$ cat config.mk
export PLATFORM = sky130hd
export DESIGN_NAME = crs_top
export DESIGN_NICKNAME = d
export VERILOG_FILES = /design/src/hdl/crs_pkg.sv /design/src/hdl/crs_fifo.sv /design/src/hdl/crs_top.sv
export SDC_FILE = /design/constraint.sdc
export NUM_CORES = 2
export LEC_CHECK = 0
export BUFFER_PORTS_ARGS = -buffer_cell sky130_fd_sc_hd__buf_2
export CORE_MARGIN = 1
export CORE_UTILIZATION = 35
export CTS_CLUSTER_DIAMETER = 50
export DETAILED_ROUTE_END_ITERATION = 8
export PLACE_DENSITY_LB_ADDON = 0.25
export SLEW_MARGIN = 20
export SYNTH_ARGS = -nofsm -noshare
export SYNTH_HDL_FRONTEND = slang
export SYNTH_SLANG_ARGS = --single-unit
$ cat constraint.sdc
create_clock -name i_clk -period 23.6 [get_ports i_clk]
set_clock_uncertainty 0.05 [all_clocks]
set_input_delay 2.36 -clock i_clk [delete_from_list [all_inputs] [get_ports i_clk]]
set_output_delay 2.36 -clock i_clk [all_outputs]
set_load 0.02 [all_outputs]
$ cat src/hdl/crs_pkg.sv
// component resize and skew path: shared constants, types and settings
// assumes a single 200 MHz clock; stream inputs are synchronous to it
package crs_pkg;
  // ----------------------------------------------------------------------
  // constants
  // ----------------------------------------------------------------------
  localparam int unsigned PIX_MIN      = 32;
  localparam int unsigned PIX_MAX      = 864;
  localparam int unsigned IN_ACTIVE    = 1080;  // active input samples per line
  localparam int unsigned FILTER_COUNT = 512;
  localparam int unsigned FILT_W       = 9;     // index width for 512 filters
  localparam int unsigned PHASE_FRAC   = 5;     // luma phase in 1/32 pixel
  localparam int unsigned CPHASE_FRAC  = 3;     // chroma phase in 1/8 sample
  localparam int unsigned FIFO_DEPTH   = 32;
  localparam logic [9:0]  PIX_RESET    = 10'h0_2D0; // 720 pixels after reset
  localparam logic [5:0]  GAIN_RESET   = 6'h20;     // unity gain 32/32
  localparam logic [7:0]  Y_BLACK      = 8'h10;
  localparam real         SRC_RATE_MHZ = 20.25;     // documented input sample rate

  // reduction of 10-bit luma to 8 bits
  typedef enum logic [1:0] {CRS_RND, CRS_TRUNC, CRS_ED1, CRS_ED2} crs_dither_e;

  // one 4:2:2 sample: luma plus multiplexed chroma
  typedef struct packed {
    logic [7:0] y;
    logic [7:0] c;
    logic       cb_phase;   // 1 when c carries Cb slot of pair
  } crs_pix_s;

  // per-line settings bundle
  typedef struct packed {
    logic [9:0] pix;
    logic [4:0] yskew;
    logic [2:0] cskew;
    logic [2:0] peak;
    logic [1:0] core;
  } crs_cfg_s;
endpackage

$ cat src/hdl/crs_fifo.sv
// synchronous FIFO with valid/ready on both sides
// assumes one clock and synchronous active-low reset
`timescale 1ns/100ps
module crs_fifo #(
  parameter int unsigned WIDTH = 17,
  parameter int unsigned DEPTH = 32
) (
  input  wire logic             i_clk,      // clock
  input  wire logic             i_rst_n,    // sync reset, active low
  input  wire logic             i_valid,    // write data valid
  output logic                  o_ready,    // room available
  input  wire logic [WIDTH-1:0] i_data,     // write data
  output logic                  o_valid,    // read data valid
  input  wire logic             i_ready,    // reader accepts
  output logic      [WIDTH-1:0] o_data      // read data
);
  localparam int unsigned AW = $clog2(DEPTH);
  logic [WIDTH-1:0] mem [DEPTH];
  logic [AW:0]      wp;
  logic [AW:0]      rp;
  wire              wr_en = i_valid && o_ready;
  wire              rd_en = o_valid && i_ready;
  wire  [AW:0]      fill  = wp - rp;

  // pointers and storage
  always_ff @(posedge i_clk) begin
    if (!i_rst_n) begin
      wp <= '0;
      rp <= '0;
    end else begin
      if (wr_en) wp <= wp + 1'b1;
      if (rd_en) rp <= rp + 1'b1;
    end
  end
  always_ff @(posedge i_clk) begin
    if (wr_en) mem[wp[AW-1:0]] <= i_data;
  end
  assign o_ready = (fill != (AW+1)'(DEPTH));
  assign o_valid = (fill != '0);
  assign o_data  = mem[rp[AW-1:0]];
endmodule

$ cat src/hdl/crs_top.sv
// component processing: filtering, resize, skew, FIFO, luma adjust, swap
// assumes stream inputs synchronous to i_clk, one sample per i_in_valid
`timescale 1ns/100ps
module crs_top import crs_pkg::*; #(
  parameter int unsigned DEPTH = FIFO_DEPTH
) (
  input  wire logic       i_clk,        // 200 MHz clock
  input  wire logic       i_rst_n,      // sync reset, active low
  input  wire logic       i_in_valid,   // sample strobe at source rate
  input  wire logic       i_in_active,  // active video reference flag
  input  wire logic [7:0] i_in_y,       // luma
  input  wire logic [7:0] i_in_c,       // multiplexed Cb/Cr
  input  wire logic       i_line_start, // line boundary pulse
  input  wire logic       i_line_keep,  // 0 drops the coming line
  input  wire logic [4:0] i_sync_skew,  // measured sync skew, 1/32 pixel
  input  wire logic [9:0] i_pixels_per_line_count, // output width
  input  wire logic [4:0] i_yskew,      // luma skew 1/32
  input  wire logic [2:0] i_cskew,      // chroma skew 1/8
  input  wire logic [2:0] i_peak,       // peaking strength
  input  wire logic [1:0] i_core,       // coring amount
  input  wire logic [5:0] i_gain,       // contrast, n/32
  input  wire logic [7:0] i_bright,     // brightness, signed
  input  wire logic [1:0] i_dither,     // 10-to-8 bit method
  input  wire logic       i_swap,       // exchange Cb and Cr
  input  wire logic       i_out_ready,  // downstream accepts
  output logic            o_valid,      // output sample valid
  output logic      [7:0] o_y,          // adjusted luma
  output logic      [7:0] o_c,          // chroma
  output logic            o_cb_phase,   // pair slot flag
  output logic      [8:0] o_filter_sel, // active filter index
  output logic            o_in_ready    // FIFO can take samples
);
  // ----------------------------------------------------------------------
  // per-line settings
  // ----------------------------------------------------------------------
  crs_cfg_s cfg;
  logic     keep;
  wire [9:0] pix_even = {i_pixels_per_line_count[9:1], 1'b0}; // even steps
  wire [9:0] pix_lim  = (pix_even < 10'(PIX_MIN)) ? 10'(PIX_MIN) :
                        (pix_even > 10'(PIX_MAX)) ? 10'(PIX_MAX) : pix_even;

  // filter index follows width linearly over 512 entries
  function automatic logic [8:0] filt_of(input logic [9:0] p);
    logic [19:0] t;
    t = 20'(p - 10'(PIX_MIN)) * 20'(FILTER_COUNT - 1);
    return 9'(t / 20'(PIX_MAX - PIX_MIN));
  endfunction

  // latch settings and line keep at line start
  always_ff @(posedge i_clk) begin
    if (!i_rst_n) begin
      cfg  <= '{pix: PIX_RESET, default: '0};
      keep <= 1'b1;
    end else if (i_line_start) begin
      cfg  <= '{pix: pix_lim, yskew: i_yskew, cskew: i_cskew,
                peak: i_peak, core: i_core};
      keep <= i_line_keep;
    end
  end
  wire [8:0] filt = filt_of(cfg.pix);

  // ----------------------------------------------------------------------
  // luma lowpass, peaking, coring
  // ----------------------------------------------------------------------
  logic [7:0] y1;
  logic [7:0] y2;
  logic [7:0] y_lp;
  wire  take = i_in_valid && i_in_active && keep;
  // cutoff: blend weight lp_w grows with width
  wire [3:0]  lp_w  = 4'(filt[8:5]);
  wire [9:0]  lp_s  = {2'b0, y1} + {2'b0, y2} + {1'b0, i_in_y, 1'b0};
  // both branches carry weight 60 in total, so flat video passes at unity
  wire [13:0] lp_m  = 14'({2'b0, y1, 2'b0}) * 14'(lp_w) +
                      14'(lp_s) * 14'(4'd15 - lp_w);
  wire [7:0]  lp_y  = 8'(lp_m / 14'd60);
  wire signed [9:0] hf = $signed({2'b0, y1}) - $signed({2'b0, y_lp});
  // peak gain at current centre, amount n/8 of the high band
  wire signed [13:0] pk = hf * $signed({1'b0, cfg.peak});
  wire signed [10:0] hf_pk = 11'(pk >>> 3);
  // coring: 0, 1/2, 1, 2 LSB in half-LSB units, independent of peak
  wire [2:0]  core_h = (cfg.core == 2'd0) ? 3'd0 : (cfg.core == 2'd1) ? 3'd1 :
                       (cfg.core == 2'd2) ? 3'd2 : 3'd4;
  wire signed [11:0] hf2 = {hf_pk, 1'b0};
  wire signed [11:0] cored = (hf2 > $signed({9'b0, core_h})) ? hf2 - $signed({9'b0, core_h}) :
                             (hf2 < -$signed({9'b0, core_h})) ? hf2 + $signed({9'b0, core_h}) :
                             12'sd0;
  wire signed [11:0] ysum = $signed({4'b0, y1}) + (cored >>> 1);
  wire [7:0]  y_pk = (ysum < 0) ? 8'h00 : (ysum > 12'sd255) ? 8'hFF : 8'(ysum);

  always_ff @(posedge i_clk) begin
    if (!i_rst_n) begin
      y1   <= '0;
      y2   <= '0;
      y_lp <= '0;
    end else if (take) begin
      y2   <= y1;
      y1   <= i_in_y;
      y_lp <= lp_y;
    end
  end

  // chroma kept per component so resizing never blends Cb with Cr
  logic       in_cb;     // next taken chroma is Cb
  logic [7:0] cb_h;
  logic [7:0] cb_p;
  logic [7:0] cr_h;
  logic [7:0] cr_p;
  always_ff @(posedge i_clk) begin
    if (!i_rst_n) begin
      in_cb <= 1'b1;
      cb_h  <= '0;
      cb_p  <= '0;
      cr_h  <= '0;
      cr_p  <= '0;
    end else if (i_line_start) begin
      in_cb <= 1'b1;
    end else if (take) begin
      in_cb <= ~in_cb;
      if (in_cb) begin
        cb_p <= cb_h;
        cb_h <= i_in_c;
      end else begin
        cr_p <= cr_h;
        cr_h <= i_in_c;
      end
    end
  end

  // ----------------------------------------------------------------------
  // resize phase accumulator and skew interpolation
  // ----------------------------------------------------------------------
  logic [15:0] acc;      // 1/32 pixel phase in output steps
  logic        slot;     // 1 = Cb slot of the chroma pair
  logic [9:0]  out_cnt;
  wire  [15:0] acc_n   = acc + {6'b0, cfg.pix};
  wire         emit    = take && (acc_n >= 16'(IN_ACTIVE)) && (out_cnt < cfg.pix);
  wire  [4:0]  ph      = 5'(acc[4:0] + cfg.yskew);
  wire  [12:0] yi      = 13'({5'b0, y_pk} * 13'(6'd32 - 6'(ph))) +
                         13'({5'b0, y2} * 13'(ph));
  wire  [2:0]  cph     = 3'(ph[4:2] + cfg.cskew);
  // newest and previous sample of the component that this slot carries
  wire  [7:0]  c_new   = slot ? (in_cb ? i_in_c : cb_h) : (in_cb ? cr_h : i_in_c);
  wire  [7:0]  c_old   = slot ? (in_cb ? cb_h : cb_p) : (in_cb ? cr_p : cr_h);
  wire  [10:0] ci      = 11'({3'b0, c_new} * 11'(4'd8 - 4'(cph))) +
                         11'({3'b0, c_old} * 11'(cph));
  crs_pix_s    rsz;
  assign rsz = '{y: 8'(yi >> 5), c: 8'(ci >> 3), cb_phase: slot};

  always_ff @(posedge i_clk) begin
    if (!i_rst_n) begin
      acc     <= '0;
      slot    <= 1'b1;
      out_cnt <= '0;
    end else if (i_line_start) begin
      acc     <= {11'b0, i_sync_skew};
      slot    <= 1'b1;
      out_cnt <= '0;
    end else if (take) begin
      acc <= (acc_n >= 16'(IN_ACTIVE)) ? acc_n - 16'(IN_ACTIVE) : acc_n;
      if (emit) begin
        slot    <= ~slot;
        out_cnt <= out_cnt + 10'd1;
      end
    end
  end

  // ----------------------------------------------------------------------
  // FIFO, chroma swap, luma gain and reduction
  // ----------------------------------------------------------------------
  crs_pix_s  fq;
  crs_pix_s  fq_d;       // previous chroma of pair
  logic      f_valid;
  logic      f_ready;
  logic      w_ready;
  logic [1:0] err;
  crs_fifo #(.WIDTH($bits(crs_pix_s)), .DEPTH(DEPTH)) u_fifo (
    .i_clk   (i_clk),
    .i_rst_n (i_rst_n),
    .i_valid (emit),
    .o_ready (w_ready),
    .i_data  (rsz),
    .o_valid (f_valid),
    .i_ready (f_ready),
    .o_data  (fq)
  );
  assign f_ready = !o_valid || i_out_ready;
  wire pop = f_valid && f_ready;
  // swap: both Cb and Cr slots show the held chroma of the previously popped sample (fq_d)
  wire [7:0] c_sel = !i_swap ? fq.c : (fq.cb_phase ? fq_d.c : fq_d.c);
  wire signed [15:0] g = $signed({8'b0, fq.y} * 16'(i_gain)) / 16'sd8 +
                         $signed({{6{i_bright[7]}}, i_bright, 2'b0});
  wire [9:0] y10 = (g < 0) ? 10'h000 : (g > 16'sd1023) ? 10'h3FF : 10'(g);
  wire [10:0] ed  = {1'b0, y10} + ((i_dither == 2'(CRS_ED1)) ? {9'b0, 1'b0, err[1]} :
                                   (i_dither == 2'(CRS_ED2)) ? {9'b0, err} : 11'd0);
  wire [10:0] rnd = {1'b0, y10} + 11'd2;
  wire [7:0] y8 = (i_dither == 2'(CRS_TRUNC)) ? y10[9:2] :
                  (i_dither == 2'(CRS_RND))   ? (rnd[10] ? 8'hFF : rnd[9:2]) :
                  (ed[10] ? 8'hFF : ed[9:2]);

  always_ff @(posedge i_clk) begin
    if (!i_rst_n) begin
      o_valid      <= 1'b0;
      o_y          <= Y_BLACK;
      o_c          <= 8'h80;
      o_cb_phase   <= 1'b1;
      fq_d         <= '0;
      err          <= '0;
      o_filter_sel <= '0;
      o_in_ready   <= 1'b0;
    end else begin
      o_filter_sel <= filt;
      o_in_ready   <= w_ready;
      if (pop) begin
        fq_d       <= fq;
        o_valid    <= 1'b1;
        o_y        <= y8;
        o_c        <= c_sel;
        o_cb_phase <= fq.cb_phase;
        err        <= ed[1:0];
      end else if (i_out_ready) begin
        o_valid <= 1'b0;
      end
    end
  end

  // ----------------------------------------------------------------------
  // checks
  // ----------------------------------------------------------------------
  a_width_range: assert property (@(posedge i_clk) disable iff (!i_rst_n)
    (cfg.pix >= 10'(PIX_MIN)) && (cfg.pix <= 10'(PIX_MAX)) && !cfg.pix[0])
    else $error("width out of range");
  a_cfg_line: assert property (@(posedge i_clk) disable iff (!i_rst_n)
    !$past(i_line_start) |-> $stable(cfg))
    else $error("settings changed mid line");
  a_drop_line: assert property (@(posedge i_clk) disable iff (!i_rst_n)
    !keep |-> !emit)
    else $error("dropped line emitted");
  a_skew_seed: assert property (@(posedge i_clk) disable iff (!i_rst_n)
    i_line_start |=> acc == {11'b0, $past(i_sync_skew)})
    else $error("skew not seeded");
  a_first_cb: assert property (@(posedge i_clk) disable iff (!i_rst_n)
    i_line_start |=> slot)
    else $error("line not starting with Cb");
  a_line_count: assert property (@(posedge i_clk) disable iff (!i_rst_n)
    out_cnt <= cfg.pix)
    else $error("too many pixels in line");
  a_filt_track: assert property (@(posedge i_clk) disable iff (!i_rst_n)
    $past(i_rst_n) |-> o_filter_sel == $past(filt))
    else $error("filter index stale");
  a_fifo_path: assert property (@(posedge i_clk) disable iff (!i_rst_n)
    pop |=> o_valid && o_cb_phase == $past(fq.cb_phase))
    else $error("fifo output lost");
endmodule

==> summary.txt <==
Setup path
  – Max FO, Critical Path: 11
  – CP max-delay cell: o41ai_1
  – Data required, critical path: 24.06 ns
  – Worst path max stage delay: 0.77 ns
  – Critical Path AT: 22.53 ns
  – RR Startpoint: cfg[19]$_SDFFE_PN1P_
  – Worst Reg-to-Reg Cells: 79
  – Worst Path Class, Setup: flop to flop
  – Critical path capture point type: flop
  – Setup crit start kind: flop
  – Worst flop-to-flop path endpoint: y_lp[0]$_SDFFE_PN0P_
  – R2R Setup Slk: 1.53 ns
  – Most frequent CP cell: inv_1

Die
  – CORE AREA: 136000 um^2
  – Starting density of the core: 0.353
  – Site Rows: 135
  – Die W: 372 um
  – DIE AREA: 138000 um^2
  – I/O pin count: 96
  – Die Ht: 372 um

Synth
  – Synth Area in Simple Gates: 0.120
  – Largest family of logic cells by synthesized area: adder cells
  – Multiplexer share of the synthesized area: 0.106
  – Area leader, netlist: edfxtp_1
  – Synth Area in Adders: 0.170
  – Syn Area/Cell: 11.3 um^2
  – Post-Syn Instances: 4240
  – Synthesis-stage register bit count: 706
  – XOR/XNOR Fraction of Synth Area: 0.0476
  – Top_reg_cell synth: edfxtp_1
  – Synthesized cell area: 47900 um^2
  – Ys async rst share: 0
  – Syn_nets: 4815
  – Synth warn: 0
  – Count of different cell masters after synthesis: 121
  – Share of the synthesized area in the top cell type: 0.341
  – List of most frequent post-synthesis cells: edfxtp_1 (544), inv_1 (414), nand2_1 (396)
  – Seq/Total Area, Yosys: 0.409
  – Synth area leaders: edfxtp_1 (34%), fa_1 (9.7%), mux4_2 (8.4%)
  – Compound-cell area share of the yosys netlist: 0.102
  – Number of synthesized flops with an enable pin: 544
  – Count leader, synth: edfxtp_1

STA
  – # setup viols final: 0
  – Setup TNS: 0 ns
  – Fin crit period: 22.07 ns
  – Worst-margin pin slew: 1.09 ns
  – Final hold violations: 0
  – Final Cycle Share: 0.935
  – Slew margin rel.: 0.272
  – RSZ-0062 raised after global routing: no
  – Slew Limit Fails: 0
  – F_max: 45.3 MHz

GRT
  – Total GRT Usage: 0.178
  – Vias in the first global route: 32286
  – First-pass GRT wire length: 190 mm
  – Initial antenna violation count: 1
  – Largest net degree at the start of global routing: 76
  – Remaining Overflow, GRT: 0

Routing
  – Drt drc: 0
  – DR vias/cell: 5.24
  – DR WL/cell: 19.5 um
  – Final ANT Viol Nets: 0
  – Final wirelength: 122 mm
  – Initial drt markers: 2285
  – First drt pass iteration count: 6
  – Vias: 32701

Placement
  – Area after DPL: 50900 um^2
  – I/O Buffers: 94
  – HPWL Detailed: 85.8 mm
  – GPL Wtd Cong: 0.871

Cells and area
  – Register area: 19600 um^2
  – Synth-to-Final Area Change: 13.3%
  – Area of the multi-input gates: 26400 um^2
  – Final core utilization: 0.400
  – FILL cells: 13029
  – Nets: 4952
  – Diodes inserted: 0
  – Post-route cell area: 54200 um^2
  – Share of cells above drive strength 1: 0.158

Min path
  – Hold Path Class: flop to flop
  – Hold path depth: 2
  – Hold EP: cr_p[0]$_SDFFE_PN0P_
  – Hold Crit Start: cr_p[0]$_SDFFE_PN0P_

Clock tree
  – Hold-fix buffers, CTS: 0
  – CTS root buf: clkbuf_16
  – Post CTS Setup Buffer Count: 0
  – Clock transition at path regs: 0.05 ns
  – CTS tree: yes
  – H-Tree Level Count: 3
  – Clk buf depth: 3
  – Sink Count: 706
  – Clk_lat worst skew: 0.71 ns
  – CTS buffer count: 91

Outcome
  – Outcome: finished, final reports clean

Flow run
  – Max-cap check violation count: 0
==> worst max-delay path by stage <==
| stage | start | endpoint | slack (ns) | cells past startpoint |
|---|---|---|---|---|
| after floorplan | cfg[19]$_SDFFE_PN1P_ | y_lp[0]$_SDFFE_PN0P_ | 3.42 | 84 |
| after global placement | cfg[19]$_SDFFE_PN1P_ | y_lp[0]$_SDFFE_PN0P_ | 1.32 | 80 |
| after detailed placement | cfg[19]$_SDFFE_PN1P_ | y_lp[0]$_SDFFE_PN0P_ | 1.15 | 80 |
| after CTS | cfg[19]$_SDFFE_PN1P_ | y_lp[0]$_SDFFE_PN0P_ | 1.01 | 80 |
| after global routing | cfg[19]$_SDFFE_PN1P_ | y_lp[1]$_SDFFE_PN0P_ | 0.15 | 80 |
| final | cfg[19]$_SDFFE_PN1P_ | y_lp[0]$_SDFFE_PN0P_ | 1.53 | 79 |
==> state kept, by name, indices dropped and copies added (netlist names), 2 cells and up, named ones only <==
name          count
acc              16
cb_h              8
cb_p              8
cfg              22
cr_h              8
cr_p              8
err               2
fq_d              8
o_c               8
o_filter_sel      9
o_y               8
out_cnt          10
u_fifo.mem      544
u_fifo.rp         6
u_fifo.wp         6
y1                8
y2                8
y_lp              8
==> final cells by class <==
class / instances / share of cell area
clock buffer: 102 / 0.0437
clock inverter: 70 / 0.0164
inverter: 414 / 0.0287
multi-input combinational: 2968 / 0.486
sequential: 706 / 0.361
tap: 1781 / 0.0411
timing repair buffer: 196 / 0.0228
==> critical path: cells and delay by family, from the launching register on <==
kind	cells	cell delay [ns]
AOI/OAI and AO/OA	22	5.52
xor gates and xnor gates	10	2.55
adders and majority gates	14	6.11
buffers and inverters	10	0.93
DFF	1	0.58
muxes	2	0.65
and+or+nand+nor	21	5.47
==> stage by stage <==
step                cells  setup slack, ns  hold slack (ns)
floorplan            4240             3.42            0.383
global placement     6065             1.32            0.388
detailed placement   6065             1.15            0.395
CTS                  6237             1.01            0.403
global route         6237            0.147            0.421
finish               6237             1.53            0.403
==> layout by cell type, fill, tap and decap left out, types with 83 or more instances in the layout <==
cell type,netlist,final
nand2_1,396,396
o21ai_0,101,101
and2_1,84,84
mux4_2,178,178
fa_1,233,233
edfxtp_1,544,544
nor2_1,332,293
xor2_1,86,83
inv_1,414,413
ha_1,274,274
xnor2_1,172,163
buf_2,5,94
a21oi_1,227,227
clkbuf_16,0,92
buf_4,8,102
dfxtp_1,162,157
==> routing by layer <==
layer / wire (um) / part of all wire / up-vias / track usage
met5: 19 / 0.00016 / - / 0
met4: 2610 / 0.021 / 2 / 0.0447
met3: 5960 / 0.049 / 147 / 0.0274
met2: 56600 / 0.46 / 692 / 0.284
met1: 56800 / 0.47 / 16341 / 0.251
li1: - / - / 15519 / -
==> kinds of logic after synthesis <==
kind of cell    Yosys count
compound gates          716
xor+xnor                259
buf+inv                 566
fa+ha+maj               511
simple gates           1205
mux                     277
flops                   706
==> repair_timing <==
item	4_1_cts	5_1_grt
setup endpoints to repair	0	2
resized for setup	0	6
endpoints found under the hold margin	0	0
Power is left out: the tool's default activity adds up to more than one toggle a clock period on the data nets, which glitch-free logic cannot reach.
